**config.mk**
```make
export PLATFORM = sky130hd
export DESIGN_NAME = rtrf_top
export DESIGN_NICKNAME = d
export VERILOG_FILES = /design/src/rtl/rtrf_pkg.sv /design/src/rtl/rtrf_avg.sv /design/src/rtl/rtrf_top.sv
export SDC_FILE = /design/constraint.sdc
export NUM_CORES = 1
export LEC_CHECK = 0
export BUFFER_PORTS_ARGS = -buffer_cell sky130_fd_sc_hd__buf_2
export CAP_MARGIN = 20
export CORE_MARGIN = 4
export CORE_UTILIZATION = 50
export CTS_CLUSTER_SIZE = 28
export DETAILED_ROUTE_END_ITERATION = 8
export PLACE_DENSITY = 0.68
export SETUP_SLACK_MARGIN = 0.05
export SLEW_MARGIN = 20
export SYNTH_ARGS = -nofsm -noshare
export SYNTH_HDL_FRONTEND = slang
export SYNTH_HIERARCHICAL = 1
export SYNTH_SLANG_ARGS = --single-unit
```
**constraint.sdc**
```tcl
create_clock -name clk -period 8.2 [get_ports clk]
set_clock_uncertainty 0.1 [all_clocks]
set_input_delay 1.64 -clock clk [delete_from_list [all_inputs] [get_ports clk]]
set_output_delay 1.64 -clock clk [all_outputs]
set_load 0.01 [all_outputs]
```
**src/rtl/rtrf_pkg.sv**
```systemverilog
// shared constants for the remote temperature result filter block
package rtrf_pkg;

	// ----------------------------------------------------------------
	// register offsets on the device register port
	// ----------------------------------------------------------------
	localparam logic [7:0] ADDR_LOCAL_HI   = 8'h00; // local integer byte
	localparam logic [7:0] ADDR_REMOTE_HI  = 8'h01; // remote integer byte
	localparam logic [7:0] ADDR_STATUS     = 8'h02; // status flags
	localparam logic [7:0] ADDR_REMOTE_LO  = 8'h10; // remote fraction byte
	localparam logic [7:0] ADDR_LOCAL_LO   = 8'h15; // local fraction byte
	localparam logic [7:0] ADDR_FILT_CTRL  = 8'h24; // averaging control

	// ----------------------------------------------------------------
	// averaging control encodings and reset value
	// ----------------------------------------------------------------
	localparam logic [7:0] FILT_OFF        = 8'h00; // pass samples through
	localparam logic [7:0] FILT_AVG4       = 8'h01; // mean of four samples
	localparam logic [7:0] FILT_AVG8       = 8'h02; // mean of eight samples
	localparam logic [7:0] FILT_CTRL_RST   = 8'h00; // filter off after reset

	// ----------------------------------------------------------------
	// status register layout
	// ----------------------------------------------------------------
	localparam int         STATUS_OPEN_BIT = 2;     // diode disconnect flag
	localparam logic [7:0] STATUS_RST      = 8'h00;

	// ----------------------------------------------------------------
	// temperature code: signed, 1/16 degree per count
	// ----------------------------------------------------------------
	localparam int                 TEMP_W      = 13;
	localparam int                 HIST_DEPTH  = 8;
	localparam logic signed [12:0] TEMP_MIN    = 13'sh1C00; // -64 degrees
	localparam logic signed [12:0] TEMP_MAX_STD = 13'sh07FF; // 127.9375
	localparam logic signed [12:0] TEMP_MAX_EXT = 13'sh0BFF; // 191.9375
	localparam logic signed [12:0] EXT_OFFSET  = 13'sh0400; // +64 degrees
	localparam logic signed [12:0] SHORT_CODE  = 13'sh1C00; // shorted diode
	localparam logic        [3:0]  FRAC_PAD    = 4'h0;      // unused bits

endpackage : rtrf_pkg

```
**src/rtl/rtrf_avg.sv**
```systemverilog
// moving-average filter for the remote temperature samples
`timescale 1ns/1ps
module rtrf_avg
(
	// clock and reset
	input  wire  logic               clk,
	input  wire  logic               nrst,
	// raw remote samples
	input  wire  logic               samp_valid,
	input  wire  logic signed [12:0] samp,
	// averaging control register value
	input  wire  logic        [7:0]  mode,
	// filtered output
	output logic                     avg_valid,
	output logic signed       [12:0] avg
);

	// ----------------------------------------------------------------
	// state
	// ----------------------------------------------------------------
	localparam int HIST_DEPTH = rtrf_pkg::HIST_DEPTH;

	logic signed [12:0] hist_reg  [HIST_DEPTH]; // newest sample at 0
	logic signed [12:0] hist_next [HIST_DEPTH];
	logic        [7:0]  mode_reg;               // mode of last sample
	logic        [7:0]  mode_next;
	logic               avg_valid_reg;
	logic               avg_valid_next;
	logic signed [12:0] avg_reg;
	logic signed [12:0] avg_next;
	logic signed [15:0] sum4;                   // sum of newest four
	logic signed [15:0] sum8;                   // sum of all eight

	// ----------------------------------------------------------------
	// history, sums and output selection
	// ----------------------------------------------------------------
	// a mode change refills the whole history with the new sample, so
	// the first average after enabling is not dragged toward stale data
	always_comb
	begin
		hist_next      = hist_reg;
		mode_next      = mode_reg;
		avg_valid_next = samp_valid;
		avg_next       = avg_reg;
		sum4           = 16'sh0000;
		sum8           = 16'sh0000;
		if (samp_valid)
		begin
			mode_next = mode;
			for (int i = 0; i < HIST_DEPTH; i++)
			begin
				if (mode != mode_reg)
					hist_next[i] = samp;
				else if (i == 0)
					hist_next[i] = samp;
				else
					hist_next[i] = hist_reg[i-1];
			end
		end
		for (int i = 0; i < HIST_DEPTH; i++)
		begin
			if (i < 4)
				sum4 = sum4 + 16'(hist_next[i]);
			sum8 = sum8 + 16'(hist_next[i]);
		end
		if (samp_valid)
		begin
			case (mode)
				rtrf_pkg::FILT_AVG4: avg_next = 13'(sum4 >>> 2);
				rtrf_pkg::FILT_AVG8: avg_next = 13'(sum8 >>> 3);
				default:             avg_next = samp;
			endcase
		end
	end

	// registers only
	always_ff @(posedge clk or negedge nrst)
	begin
		if (!nrst)
		begin
			for (int i = 0; i < HIST_DEPTH; i++)
				hist_reg[i] <= 13'sh0000;
			mode_reg      <= rtrf_pkg::FILT_CTRL_RST;
			avg_valid_reg <= 1'b0;
			avg_reg       <= 13'sh0000;
		end
		else
		begin
			hist_reg      <= hist_next;
			mode_reg      <= mode_next;
			avg_valid_reg <= avg_valid_next;
			avg_reg       <= avg_next;
		end
	end

	assign avg_valid = avg_valid_reg;
	assign avg       = avg_reg;
endmodule : rtrf_avg

```
**src/rtl/rtrf_top.sv**
```systemverilog
// result formatting, remote averaging and diode fault flag
`timescale 1ns/1ps
module rtrf_top
(
	// clock and reset
	input  wire  logic               clk,
	input  wire  logic               nrst,
	// register port from the serial slave
	input  wire  logic               reg_wr_en,
	input  wire  logic               reg_rd_en,
	input  wire  logic        [7:0]  reg_addr,
	input  wire  logic        [7:0]  reg_wdata,
	output logic              [7:0]  reg_rdata,
	// conversion engine
	input  wire  logic               range_ext,
	input  wire  logic               conv_busy,
	input  wire  logic               local_valid,
	input  wire  logic signed [12:0] local_temp,
	input  wire  logic               remote_valid,
	input  wire  logic signed [12:0] remote_temp,
	// diode fault comparator pins, asynchronous
	input  wire  logic               diode_fault_pin,
	input  wire  logic               diode_short_pin,
	// over-temperature limit and results
	input  wire  logic        [7:0]  overtemp_limit,
	output logic                     diode_open_flag,
	output logic                     overtemp_trip_output
);

	// ----------------------------------------------------------------
	// declarations
	// ----------------------------------------------------------------
	logic               fault_meta_reg, fault_sync_reg; // fault synchroniser
	logic               short_meta_reg, short_sync_reg; // short synchroniser
	logic        [7:0]  filt_ctrl_reg,  filt_ctrl_next; // averaging control
	logic               open_reg,       open_next;      // disconnect flag
	logic               fseen_reg,      fseen_next;     // fault this conv
	logic        [7:0]  rem_hi_reg,     rem_hi_next;
	logic        [7:0]  rem_lo_reg,     rem_lo_next;
	logic        [7:0]  loc_hi_reg,     loc_hi_next;
	logic        [7:0]  loc_lo_reg,     loc_lo_next;
	logic               trip_reg,       trip_next;
	logic        [7:0]  rdata_reg,      rdata_next;
	logic               ctrl_wr_reg,    ctrl_wr_next;   // helper for checks
	logic signed [12:0] rem_samp;                       // after short check
	logic               avg_valid;
	logic signed [12:0] avg;
	logic        [15:0] rem_fmt;
	logic        [15:0] loc_fmt;

	// ----------------------------------------------------------------
	// formatting: integer byte high, fraction nibble on top of low byte
	// ----------------------------------------------------------------
	function automatic logic [15:0] fmt(input logic signed [12:0] t,
		input logic ext);
		logic signed [12:0] c;
		c = (t < rtrf_pkg::TEMP_MIN) ? rtrf_pkg::TEMP_MIN : t;
		if (ext)
		begin
			if (c > rtrf_pkg::TEMP_MAX_EXT)
				c = rtrf_pkg::TEMP_MAX_EXT;
			c = 13'(c + rtrf_pkg::EXT_OFFSET);
		end
		else if (c > rtrf_pkg::TEMP_MAX_STD)
			c = rtrf_pkg::TEMP_MAX_STD;
		// standard codes keep their sign bits: twos complement byte
		fmt = {c[11:4], c[3:0], rtrf_pkg::FRAC_PAD};
	endfunction : fmt

	// ----------------------------------------------------------------
	// pin synchronisers
	// ----------------------------------------------------------------
	// two stages each; only the second stage is read by logic
	always_ff @(posedge clk or negedge nrst)
	begin
		if (!nrst)
		begin
			fault_meta_reg <= 1'b0;
			fault_sync_reg <= 1'b0;
			short_meta_reg <= 1'b0;
			short_sync_reg <= 1'b0;
		end
		else
		begin
			fault_meta_reg <= diode_fault_pin;
			fault_sync_reg <= fault_meta_reg;
			short_meta_reg <= diode_short_pin;
			short_sync_reg <= short_meta_reg;
		end
	end

	// ----------------------------------------------------------------
	// remote averaging filter, remote channel only
	// ----------------------------------------------------------------
	// a shorted diode replaces the sample with the -64 degree code
	assign rem_samp = short_sync_reg ? rtrf_pkg::SHORT_CODE
		: remote_temp;

	rtrf_avg rtrf_avg_inst
	(
		.clk        (clk),
		.nrst       (nrst),
		.samp_valid (remote_valid),
		.samp       (rem_samp),
		.mode       (filt_ctrl_reg),
		.avg_valid  (avg_valid),
		.avg        (avg)
	);

	assign rem_fmt = fmt(avg, range_ext);
	assign loc_fmt = fmt(local_temp, range_ext);

	// ----------------------------------------------------------------
	// next-state logic for results, flags and register port
	// ----------------------------------------------------------------
	always_comb
	begin
		filt_ctrl_next = filt_ctrl_reg;
		open_next      = open_reg;
		fseen_next     = fseen_reg;
		rem_hi_next    = rem_hi_reg;
		rem_lo_next    = rem_lo_reg;
		loc_hi_next    = loc_hi_reg;
		loc_lo_next    = loc_lo_reg;
		trip_next      = trip_reg;
		rdata_next     = rdata_reg;
		ctrl_wr_next   = ctrl_wr_reg || (reg_wr_en
			&& reg_addr == rtrf_pkg::ADDR_FILT_CTRL);
		// control write; other addresses are owned elsewhere
		if (reg_wr_en && reg_addr == rtrf_pkg::ADDR_FILT_CTRL)
			filt_ctrl_next = reg_wdata;
		// comparator sampled on every cycle of a conversion
		if (conv_busy && fault_sync_reg)
			fseen_next = 1'b1;
		// conversion end: publish fault state, arm for next conversion
		if (remote_valid)
		begin
			open_next  = fseen_reg || fault_sync_reg;
			fseen_next = 1'b0;
		end
		// filtered remote result and limit compare use the same value
		if (avg_valid)
		begin
			rem_hi_next = rem_fmt[15:8];
			rem_lo_next = rem_fmt[7:0];
			if (range_ext)
				trip_next = rem_fmt[15:8] > overtemp_limit;
			else
				trip_next = $signed(rem_fmt[15:8])
					> $signed(overtemp_limit);
		end
		// local channel never passes through the filter
		if (local_valid)
		begin
			loc_hi_next = loc_fmt[15:8];
			loc_lo_next = loc_fmt[7:0];
		end
		// read data captured on the read strobe, held otherwise
		if (reg_rd_en)
		begin
			case (reg_addr)
				rtrf_pkg::ADDR_LOCAL_HI:  rdata_next = loc_hi_reg;
				rtrf_pkg::ADDR_LOCAL_LO:  rdata_next = loc_lo_reg;
				rtrf_pkg::ADDR_REMOTE_HI: rdata_next = rem_hi_reg;
				rtrf_pkg::ADDR_REMOTE_LO: rdata_next = rem_lo_reg;
				rtrf_pkg::ADDR_STATUS:    rdata_next = rtrf_pkg::STATUS_RST
					| 8'({7'h00, open_reg} << rtrf_pkg::STATUS_OPEN_BIT);
				rtrf_pkg::ADDR_FILT_CTRL: rdata_next = filt_ctrl_reg;
				default:                  rdata_next = 8'h00;
			endcase
		end
	end

	// registers only
	always_ff @(posedge clk or negedge nrst)
	begin
		if (!nrst)
		begin
			filt_ctrl_reg <= rtrf_pkg::FILT_CTRL_RST;
			open_reg      <= 1'b0;
			fseen_reg     <= 1'b0;
			rem_hi_reg    <= 8'h00;
			rem_lo_reg    <= 8'h00;
			loc_hi_reg    <= 8'h00;
			loc_lo_reg    <= 8'h00;
			trip_reg      <= 1'b0;
			rdata_reg     <= 8'h00;
			ctrl_wr_reg   <= 1'b0;
		end
		else
		begin
			filt_ctrl_reg <= filt_ctrl_next;
			open_reg      <= open_next;
			fseen_reg     <= fseen_next;
			rem_hi_reg    <= rem_hi_next;
			rem_lo_reg    <= rem_lo_next;
			loc_hi_reg    <= loc_hi_next;
			loc_lo_reg    <= loc_lo_next;
			trip_reg      <= trip_next;
			rdata_reg     <= rdata_next;
			ctrl_wr_reg   <= ctrl_wr_next;
		end
	end

	assign reg_rdata            = rdata_reg;
	assign diode_open_flag      = open_reg;
	assign overtemp_trip_output = trip_reg;
endmodule : rtrf_top

```
==> results, run 1 <==
- Summed over all instances, the cell type with the most area after synthesis is sky130_fd_sc_hd__dfrtp_1.
- The final-layout fill cell count is 1973.
- The relative slew slack is approximately 50%.
- The count of H-tree levels built during CTS is 4.
- Global routing used a little over a fifth of the available tracks.
- The area of the core is between 20000 and 25000 um2.
- The initial antenna violation count is 0.
- The fraction of layout instances using a drive strength above 1 is between 10% and 20%.
- In the post-synthesis netlist, the biggest area contributors are sky130_fd_sc_hd__dfrtp_1 38%, sky130_fd_sc_hd__fa_1 12%, sky130_fd_sc_hd__a21oi_1 8.3%.
- The smallest clock period supported by the final layout is computed as 7210 ps.
- The number of vias after detailed routing is 8534.
- The number of nets produced by synthesis is 1367.
- The portion of synthesized cell area occupied by the leading cell type is slightly below 40%.
- Routability-driven placement finished with a final weighted congestion of approximately 0.9.
- The HPWL after detailed placement is roughly 18 mm.
- The number of nets in the layout is 1411.
- Data on the critical path is required at its endpoint by roughly 8400 ps.
- The detailed router finished its first iteration with about 520 violations.
- The worst setup path is captured at a flip-flop.
- Setup repair after global routing left no endpoint under its margin.
- The worst setup path is launched from an input pin.
- The tree built by TritonCTS fans out to around 170 sinks.
- Counting distinct cell types in the post-synthesis netlist gives 75.
- The number of placement rows is 54.
- The cell at the root of the clock tree is sky130_fd_sc_hd__clkbuf_16.
- The top cell family by delay on the critical path is adder cells.
- The combined area of all synthesized cells is between 10000 and 15000 um2.
- The post-synthesis cell count is 1200.
- The clock tree from TritonCTS is done.
- After detailed routing, the number of remaining DRC violations is 0.
- In this run the count of I/O pins placed on the die edge is 70.
- The slowest stage of the critical path is the sky130_fd_sc_hd__fa_1 cell.
- The most common cell type on the critical path is sky130_fd_sc_hd__fa_1.
- The number of global-route vias before repair was roughly 8300.
- The finished layout holds ~1500 standard cells, fillers aside.
- The clock transition at the register clock pins on the worst setup and hold paths after CTS is 70 ps.
- The top cell types in the final layout, fill and taps aside, are 186 x sky130_fd_sc_hd__a21oi_1, 173 x sky130_fd_sc_hd__dfrtp_1, 156 x sky130_fd_sc_hd__inv_1.
- The average wire per standard cell is approximately 16 um.
- The antenna diode instance count is 0.
- The first-pass GRT wire length is approximately 42 mm.
- In this run, post-CTS hold repair placed 0 buffers.
- The floorplan step defined a die boundary enclosing 25000 um2.
- The area growth from synthesis to layout is 9.99%.
- By startpoint and endpoint, the worst setup path is classified as input pin to flip-flop.
- The routed via count divided by cell count is between 5 and 6.
- Once layout is done, the placed cells without fillers occupy between 10000 and 15000 um2.
- The highest cell delay on the worst timing path is about 490 ps.
- Walking the worst path, the cells encountered are buf_2 > nor2b_1 > nor2b_1 > a21oi_1 > a21o_1 > fa_1 > fa_1 > inv_1 > ha_1 > fa_1 > a211oi_1 > nor2_1 > o21ai_0 > xnor2_1 > fa_1 > ha_1 > nand2_1 > a21o_2 > o311ai_4 > o41ai_4 > o21ai_2 > a21oi_1 > o221ai_1.
- During synthesis, Yosys emitted a total of 6 warnings.
- Of the synthesized area, sequential elements account for 38.5%.
- The synthesized area divided by synthesized cell count is 9.38 um2.
- Entering global routing, the biggest net connects 90 pins.
- The clock latency at the later pin of the worst-skew pair is around 430 ps.
- Setup violations remaining at the end of the flow were counted as 0.
- The height of the die is 158 um.
- The flow ran to the end, and the final reports show no timing, DRC or antenna violations.
- For the pin with the worst max-slew slack, the measured transition is about 730 ps.
- The post-CTS repair timing setup buffer count is 0.
- The number of buffers between clock root and the deepest sink is 2.
- For this run, the leading register cell type out of synthesis is sky130_fd_sc_hd__dfrtp_1.
- In this run, placement finished with an instance count of ~1500.
- The max-slew violation count was 0.
- The count of endpoints failing hold in the final timing report is 0.
- The synthesis-stage register bit count is 173.
- Data arrives at the worst endpoint at approximately 7400 ps.
- After layout, the worst path uses around 88% of the clock period.
- The most common cell after layout, fill and taps aside is sky130_fd_sc_hd__a21oi_1.
- The number of iterations in the first detailed-routing pass is 5.
- The detail route stage leaves a number of antenna-violating nets equal to 0.
- Counting both buffers and inverters, the worst setup path holds a total of 2.
- The starting utilization of the core area is roughly half.
- The setup total negative slack is 0 ps.
- The number of input and output port buffers inserted is between 60 and 70.
- Summed over all layers, the global routing overflow is 0.
- The total wirelength of the detailed-routed design is around 25 mm.
- The share of synthesized registers carrying an async set or reset is 100%.
- The fmax is ~140 MHz.
- The class of the most critical hold timing path is flip-flop to flip-flop.
- The quantity of gates resized following cts is 0.
- Across the run, the number of max-cap violations was 0.
- The biggest fanout along the worst timing path is 7.
- The register with the most flip-flops in the layout has around 100 of them.
- In this run, synthesis inferred 0 flip-flops with an integrated enable.
- The number of buffers created by CTS is 17.
- The die width is between 150 and 200 um.
- The instance area at placement is ~12000 um2.
cell usage after synthesis (5+ instances only):
library cell and count:
sky130_fd_sc_hd__a211oi_1 7, sky130_fd_sc_hd__a21o_1 34, sky130_fd_sc_hd__a21oi_1 186, sky130_fd_sc_hd__a22oi_1 12
sky130_fd_sc_hd__a31oi_1 20, sky130_fd_sc_hd__and2b_1 6, sky130_fd_sc_hd__buf_2 9, sky130_fd_sc_hd__clkbuf_1 38
sky130_fd_sc_hd__dfrtp_1 173, sky130_fd_sc_hd__fa_1 67, sky130_fd_sc_hd__ha_1 40, sky130_fd_sc_hd__inv_1 156
sky130_fd_sc_hd__mux2_2 22, sky130_fd_sc_hd__mux2i_1 14, sky130_fd_sc_hd__nand2_1 47, sky130_fd_sc_hd__nand2b_1 6
sky130_fd_sc_hd__nand3_1 11, sky130_fd_sc_hd__nand4_1 10, sky130_fd_sc_hd__nor2_1 151, sky130_fd_sc_hd__nor2b_1 30
sky130_fd_sc_hd__nor3_1 9, sky130_fd_sc_hd__o211ai_1 5, sky130_fd_sc_hd__o21ai_0 16, sky130_fd_sc_hd__o221ai_1 5
sky130_fd_sc_hd__o22a_1 12, sky130_fd_sc_hd__xnor2_1 22, sky130_fd_sc_hd__xor2_1 7
cell families (layout without fill, tap and decap cells):
family	Yosys count	after routing	share of synthesized area, %
AOI/OAI and AO/OA	338	338	18.9
xor gates and xnor gates	29	29	2.26
adders and majority gates	107	107	16.4
buffers and inverters	212	269	7.66
DFF	173	173	38.5
muxes	36	36	3.45
and+or+nand+nor	305	305	12.9
routing by layer:
layer	vias up	wire, um	track usage (%)	share of wire [%]
met3	22	1400	3.75	5.6
met5	-	0	0	0
li1	4152	-	-	-
met1	4148	11600	29.6	46
met4	0	344	5.04	1.4
met2	212	11700	33.6	47
cell type report:
class                      count  area, um2  area share, %
timing repair buffer          79        458           3.70
clock buffer                  17        425           3.44
sequential                   173       4330           35.0
clock inverter                15        151           1.22
multi-input combinational    815       6070           49.0
inverter                     158        593           4.79
tap                          280        350           2.83
per-stage QoR:
stage / utilization (%) / worst slack (ps) / hold WS, ps
finish: 56.4 / 995 / 250
global route: 56.4 / 479 / 256
CTS: 56.4 / 966 / 252
detailed placement: 53.7 / 530 / 235
global placement: 53.7 / 725 / 232
floorplan: - / 675 / 231
worst reg2reg max path: cells and delay by family (launching register included):
kind,cells,cell delay [ps]
flip-flops,1,470
AND/OR/NAND/NOR,4,790
XOR/XNOR,2,360
adder cells (fa/ha/maj),5,2200
AO/OA/AOI/OAI,13,2440
buffers and inverters,3,530
worst paths after layout:
check	slack (ps)	start	cells past startpoint	endpoint
min in group asynchronous	1100	nrst	1	overtemp_trip_output
max in group asynchronous	5730	nrst	2	rtrf_avg_inst/hist_reg[98]
worst min-delay path	250	short_meta_reg	0	short_sync_reg
worst min register to register	250	short_meta_reg	0	short_sync_reg
worst max-delay path	990	remote_temp[0]	23	rtrf_avg_inst/avg[12]
worst max register to register	1190	filt_ctrl_reg[5]	27	rtrf_avg_inst/avg[12]
Power of run 1 is not shown: default switching activity piles up to over one toggle a cycle in this logic, so the estimate is an artifact.
==> run 2: changes to the inputs <==
--- a/config.mk
+++ b/config.mk
@@ -11,7 +11,7 @@
 export CORE_UTILIZATION = 50
 export CTS_CLUSTER_SIZE = 28
 export DETAILED_ROUTE_END_ITERATION = 8
-export PLACE_DENSITY = 0.68
+export PLACE_DENSITY = 0.73
 export SETUP_SLACK_MARGIN = 0.05
 export SLEW_MARGIN = 20
 export SYNTH_ARGS = -nofsm -noshare
==> run 2 against run 1 <==
Sequential share of layout area about the same; critical path depth increased by 2; cell area about the same; die area is the same; hold slack worse by 3.8 ps; clock-buffer cell count up 4; critical path type unchanged; critical endpoint is now rtrf_avg_inst/avg[11].
==> results, run 2 (same netlist as run 1, synthesis figures left out) <==
- The routed via count divided by cell count is about 5.5.
- The max-slew violation count is 0.
- From bottom edge to top edge, the die measures ~160 um.
- The launch point of the critical path is remote_temp[0].
- Buffers inserted to repair hold after CTS numbered 0.
- The starting utilization of the core area is 51.2%.
- STA classifies the critical path startpoint as an input pin.
- The floorplan die area is between 20000 and 25000 um2.
- The final setup violation count is 0.
- In this run the remaining antenna-violating nets after routing total 0.
- The routability congestion estimate is 0.873.
- The number of global-route vias before repair is about 8500.
- The clock tree from TritonCTS is done.
- Entering global routing, the biggest net connects about 120 pins.
- In the final layout, the share of cells above drive strength 1 is around an eighth.
- The terminus of the critical flop-to-flop path is rtrf_avg_inst/avg[11].
- In this run the critical register-to-register path is launched from filt_ctrl_reg[0].
- The core region is around 22000 um2.
- The minimum setup slack among reg-to-reg paths is about 1100 ps.
- The detailed router finished its first iteration with 678 violations.
- The setup total negative slack is 0 ps.
- The first global-routing pass estimated a little over 40 mm of wire.
- Derived from the worst setup path, the maximum achievable clock frequency is 139 MHz.
- The post-route fraction of the period consumed by the critical path is between 80 and 90%.
- The number of nets in the layout is approximately 1400.
- Once detailed placement completed, the half-perimeter wirelength came to around 18 mm.
- The average wire per standard cell is 16.1 um.
- The path depth of the worst reg2reg path is 29.
- The clock transition at the register clock pins on the worst setup and hold paths after CTS is about 70 ps.
- The final critical path time including I/O delays and setup is between 7000 and 8000 ps.
- The final-layout fill cell count is between 1500 and 2000.
- Along the worst path, the maximum fanout reaches 7.
- The library cell used most frequently in the layout, excluding fill and tap cells, is sky130_fd_sc_hd__a21oi_1.
- The critical hold path startpoint is short_meta_reg.
- The number of DRC violations after detailed routing is 0.
- The class of the most critical hold timing path is flip-flop to flip-flop.
- Measured against its own limit, the worst slew margin works out to between 40% and 50%.
- The worst path arrival time is 7450 ps.
- Setup repair after global routing left no endpoint under its margin.
- The number of buffers created by CTS is 17.
- In this run the clock root is driven by a sky130_fd_sc_hd__clkbuf_16.
- The total wirelength of the detailed-routed design is around 25 mm.
- The initial antenna violation count is 0.
- Including well taps, the total number of placed cells is roughly 1500.
- The library cells used most frequently in the layout, excluding fill and tap cells, are 186 x sky130_fd_sc_hd__a21oi_1, 173 x sky130_fd_sc_hd__dfrtp_1, 156 x sky130_fd_sc_hd__inv_1.
- The number of max-cap violations is 0.
- The quantity of gates resized following cts is 0.
- 70 I/O pins were placed.
- The worst hold path terminates at short_sync_reg.
- The global route total overflow is 0.
- The number of vias after detailed routing is approximately 8500.
- The number of iterations in the first detailed-routing pass is 8.
- STA puts the critical path data required time at around 8500 ps.
- Measured along the x axis, the die boundary spans ~160 um.
- 0 antenna diodes ended up in the layout.
- From synthesis to final layout, the design area changed by 9.96%.
- The worst hold path was traced through 0 stages.
- The critical path is of the input pin to flip-flop type.
- The area taken by multi-input logic gates is between 6000 and 7000 um2.
- For the worst-skew pair, the clock arrives at the later sink with an insertion delay of 440 ps.
- The number of buffers between clock root and the deepest sink is 2.
- Buffers added to address setup during post-CTS repair amount to 0.
- Across the whole layout, storage elements account for about 4300 um2.
- The count of endpoints failing hold in the final timing report is 0.
- The count of H-tree levels built during CTS is 4.
- The number of input and output port buffers inserted is just under 70.
- The worst setup path is captured at a flip-flop.
- The run finished with clean final reports.
- The number of placement rows is 54.
- The pin slew with the least headroom to its limit is a little over 800 ps.
- Global routing used 20.5% of the available tracks across all layers.
- The count of placed standard cells in the final layout, fillers left out is 1538.
- The clock net in this run drives a total of around 170 sinks.
- The flip-flop count of the largest register, all copies and words added is 104.
[run 2: metrics by stage]
stage,hold WS [ps],setup slack [ps],utilization (%),area (um2)
global placement,234,737,53.7,11800
CTS,249,1010,56.3,12400
global route,257,495,56.3,12400
finish,247,1010,56.3,12400
floorplan,231,675,-,11300
detailed placement,235,533,53.7,11800
[run 2: worst max-delay path by stage]
stage                            endpoint  cells after the start
floorplan           rtrf_avg_inst/avg[12]                     24
global placement    rtrf_avg_inst/avg[11]                     24
detailed placement  rtrf_avg_inst/avg[12]                     24
CTS                 rtrf_avg_inst/avg[12]                     23
global route        rtrf_avg_inst/avg[11]                     29
finish              rtrf_avg_inst/avg[11]                     25
[run 2: final cells by class]
| class | instances | share of cell area [%] |
|---|---|---|
| clock inverter | 11 | 0.880 |
| tap | 280 | 2.83 |
| multi-input combinational | 815 | 49.0 |
| sequential | 173 | 35.0 |
| clock buffer | 21 | 3.80 |
| inverter | 158 | 4.79 |
| timing repair buffer | 80 | 3.66 |
[run 2: metal layers]
metal / wire length [um] / GRT usage [%]
met5: 0 / 0
met4: 522 / 6.70
met1: 11400 / 28.4
met2: 11500 / 32.8
met3: 1240 / 3.96
[run 2: critical path: stages]
cell and delay [ps]:
sky130_fd_sc_hd__buf_2 70, sky130_fd_sc_hd__nor2b_1 280, sky130_fd_sc_hd__nor2b_1 450, sky130_fd_sc_hd__a21oi_1 80
sky130_fd_sc_hd__a21oi_1 210, sky130_fd_sc_hd__inv_1 80, sky130_fd_sc_hd__fa_1 390, sky130_fd_sc_hd__fa_1 490
sky130_fd_sc_hd__inv_1 40, sky130_fd_sc_hd__ha_1 230, sky130_fd_sc_hd__fa_1 430, sky130_fd_sc_hd__a211oi_1 240
sky130_fd_sc_hd__nor2_1 110, sky130_fd_sc_hd__o21ai_0 380, sky130_fd_sc_hd__xnor2_1 210, sky130_fd_sc_hd__fa_1 460
sky130_fd_sc_hd__ha_1 340, sky130_fd_sc_hd__nand2_1 150, sky130_fd_sc_hd__a21o_2 140, sky130_fd_sc_hd__o311ai_4 130
sky130_fd_sc_hd__o41ai_4 370, sky130_fd_sc_hd__o21ai_2 130, sky130_fd_sc_hd__a21oi_1 150, sky130_fd_sc_hd__o21ai_1 90
sky130_fd_sc_hd__a41oi_2 150
Power of run 2 is left out for the same reason.
==> run 3: changes to the inputs <==
--- a/config.mk
+++ b/config.mk
@@ -11,7 +11,7 @@
 export CORE_UTILIZATION = 50
 export CTS_CLUSTER_SIZE = 28
 export DETAILED_ROUTE_END_ITERATION = 8
-export PLACE_DENSITY = 0.73
+export PLACE_DENSITY = 0.75
 export SETUP_SLACK_MARGIN = 0.05
 export SLEW_MARGIN = 20
 export SYNTH_ARGS = -nofsm -noshare
==> constraint.sdc (replaced) <==
create_clock -name clk -period 6.2 [get_ports clk]
set_clock_uncertainty 0.1 [all_clocks]
set_input_delay 1.24 -clock clk [delete_from_list [all_inputs] [get_ports clk]]
set_output_delay 1.24 -clock clk [all_outputs]
set_load 0.01 [all_outputs]
==> run 3 against run 2 <==
Global-route usage rose by 0.45 points; sequential cell count did not move; register-to-register slack got worse by 1100 ps; die area did not move; via count rose by 6.9%; critical path type is now flip-flop to flip-flop; critical path depth rose by 3; clock-buffer cell count fell by 3; cell area rose by 11%; critical endpoint is now rtrf_avg_inst/avg[8]; final cell count rose by 7.8%; first-iteration DRC count fell by 3.4%; highest routed layer unchanged; core utilization rose by 6.3 points; non-clock buffer count rose by 120.
==> results, run 3 (same netlist as run 1, synthesis figures left out) <==
- The buffering stage count on the worst path with inverters included is 3.
- The area used by sequential logic in the layout is roughly 4300 um2.
- The final critical path time including I/O delays and setup is roughly 6200 ps.
- At the end of routability-driven placement, the weighted congestion stood at ~0.9.
- The number of iterations in the first detailed-routing pass is 5.
- The worst path arrival time is about 6400 ps.
- The first-pass GRT wire length is ~42 mm.
- The total clock sinks is 173.
- The clock tree from TritonCTS is done.
- The relative area change from synthesis to final layout is 22.3%.
- The max-slew violation count is 0.
- The class of the most critical setup path is flip-flop to flip-flop.
- The worst register-to-register path has a setup slack of ~3.2 ps.
- Setup violations remaining at the end of the flow were counted as 0.
- Global routing used 20.9% of the available tracks across all layers.
- The cell at the slowest stage of the critical path is sky130_fd_sc_hd__fa_1.
- The number of max-cap violations is 0.
- The clock transition at the register clock pins on the worst setup and hold paths after CTS is 80 ps.
- In this run the standard cell core region covers around 22000 um2.
- The number of input and output port buffers inserted is slightly below 70.
- The post-route fraction of the period consumed by the critical path is ~100%.
- The count of placed standard cells in the final layout, fillers left out is around 1700.
- Global routing finished with a remaining overflow of 0.
- The initial antenna violation count is 0.
- The number of antenna diodes in the final layout is 0.
- For this block, the initial DRC count from the detailed router was 655.
- The number of top-level pins is 70.
- STA classifies the critical path startpoint as a flip-flop.
- The die is around 160 um tall.
- STA classifies the critical path endpoint as a flip-flop.
- Along the worst path, the maximum fanout reaches 6.
- The relative slew slack is approximately 44%.
- The class of the most critical hold timing path is flip-flop to flip-flop.
- The clock latency at the later pin of the worst-skew pair is between 400 and 500 ps.
- The multi-input combinational cells in the finished layout cover a total of ~6400 um2.
- The flow ran to the end, and the final reports show no timing, DRC or antenna violations.
- For this run, design rule violations remaining after detail routing come to 0.
- The register with the most flip-flops in the layout has 104 of them.
- The number of global-route vias before repair is ~8800.
- The number of buffers added to fix hold violations after cts is 0.
- The fmax is ~160 MHz.
- The library cell used most frequently in the layout, excluding fill and tap cells, is sky130_fd_sc_hd__dfrtp_1.
- The HPWL after detailed placement is between 15 and 20 mm.
- The maximum number of pins on one net before global-route repair is 68.
- The number of buffers created by CTS is 17.
- The clock passes through at most 2 buffers.
- The final route contains a little over 9000 vias.
- Wires add up to ~26 mm.
- For the pin with the worst max-slew slack, the measured transition is between 800 and 900 ps.
- The largest single stage delay on the critical path is between 500 and 600 ps.
- The number of nets in the layout is 1532.
- Dividing the detail-routed wire length by the instance count gives approximately 16 um.
- Setup repair after global routing could not meet its margin everywhere.
- The top cell family by delay on the critical path is adder cells.
- The die width is roughly 160 um.
- Leaving out fill and tap cells, the most frequent cells in the layout are 173 x sky130_fd_sc_hd__dfrtp_1, 164 x sky130_fd_sc_hd__a21oi_1, 153 x sky130_fd_sc_hd__inv_1.
- The floorplan step defined a die boundary enclosing approximately 25000 um2.
- The fraction of layout instances using a drive strength above 1 is between 20% and 30%.
- Using the TritonRoute via totals, the vias-per-cell ratio works out to approximately 5.5.
- Once placement completed, the tool counted placed cells totaling ~1600.
- The final-layout fill cell count is 1712.
- In this run the number of H-tree levels came out at 4.
- The floorplan has 54 rows.
- The cell at the root of the clock tree is sky130_fd_sc_hd__clkbuf_16.
- The data required time at the worst endpoint is about 6400 ps.
- The starting utilization of the core area is between 50% and 60%.
- The count of antenna-violating nets left after detailed routing is 0.
- The count of endpoints failing hold in the final timing report came to 0.
## run 3: what timing repair did
action | 4_1_cts | 5_1_grt
pin swaps | 3 | 36
setup endpoints to repair | 5 | 9
cloned | 0 | 3
buffers inserted | 0 | 10
resized for setup | 6 | 58
## run 3: worst register-to-register path, delay by kind of cell, from the launching register on
family          cells  cell delay [ps]
fa+ha+maj           6             2350
flops               1              400
buf+inv             3              270
xor+xnor            3              460
compound gates      7             1430
simple gates        9             1070
## run 3: layout make-up
cell class              count  share of cell area, %
inverters                 158                   4.31
repair buffers            200                   10.7
flip-flops and latches    173                   31.5
multi-input cells         815                   46.7
well taps                 280                   2.55
clock inverters            14                   1.10
clock buffers              18                   3.12
## run 3: final timing paths
path                                              end  cells after the start              from
setup / recovery                 rtrf_avg_inst/avg[8]                     28  filt_ctrl_reg[7]
hold / removal                         short_sync_reg                      0    short_meta_reg
setup reg to reg                 rtrf_avg_inst/avg[8]                     28  filt_ctrl_reg[7]
hold reg to reg                        short_sync_reg                      0    short_meta_reg
max in group asynchronous  rtrf_avg_inst/hist_reg[90]                      2              nrst
min in group asynchronous   rtrf_avg_inst/hist_reg[1]                      1              nrst
## run 3: metal layers
metal	track usage [%]	wire (um)	share of wire, %
met1	28.8	11900	45
met2	35.3	13000	49
met3	3.36	1150	4.4
met4	4.67	423	1.6
met5	0	0	0
## run 3: metrics by stage
| stage | TNS (ps) | worst slack, ps | instance area, um2 | util, % | hold slack [ps] |
|---|---|---|---|---|---|
| floorplan | -439 | -107 | 11400 | - | 231 |
| global placement | -2260 | -360 | 12700 | 57.9 | 233 |
| detailed placement | -3070 | -478 | 12700 | 57.9 | 240 |
| CTS | 0 | 33.8 | 13300 | 60.7 | 257 |
| global route | -1550 | -298 | 13800 | 62.6 | 283 |
| finish | 0 | 3.24 | 13800 | 62.6 | 255 |
Power of run 3 is left out for the same reason.
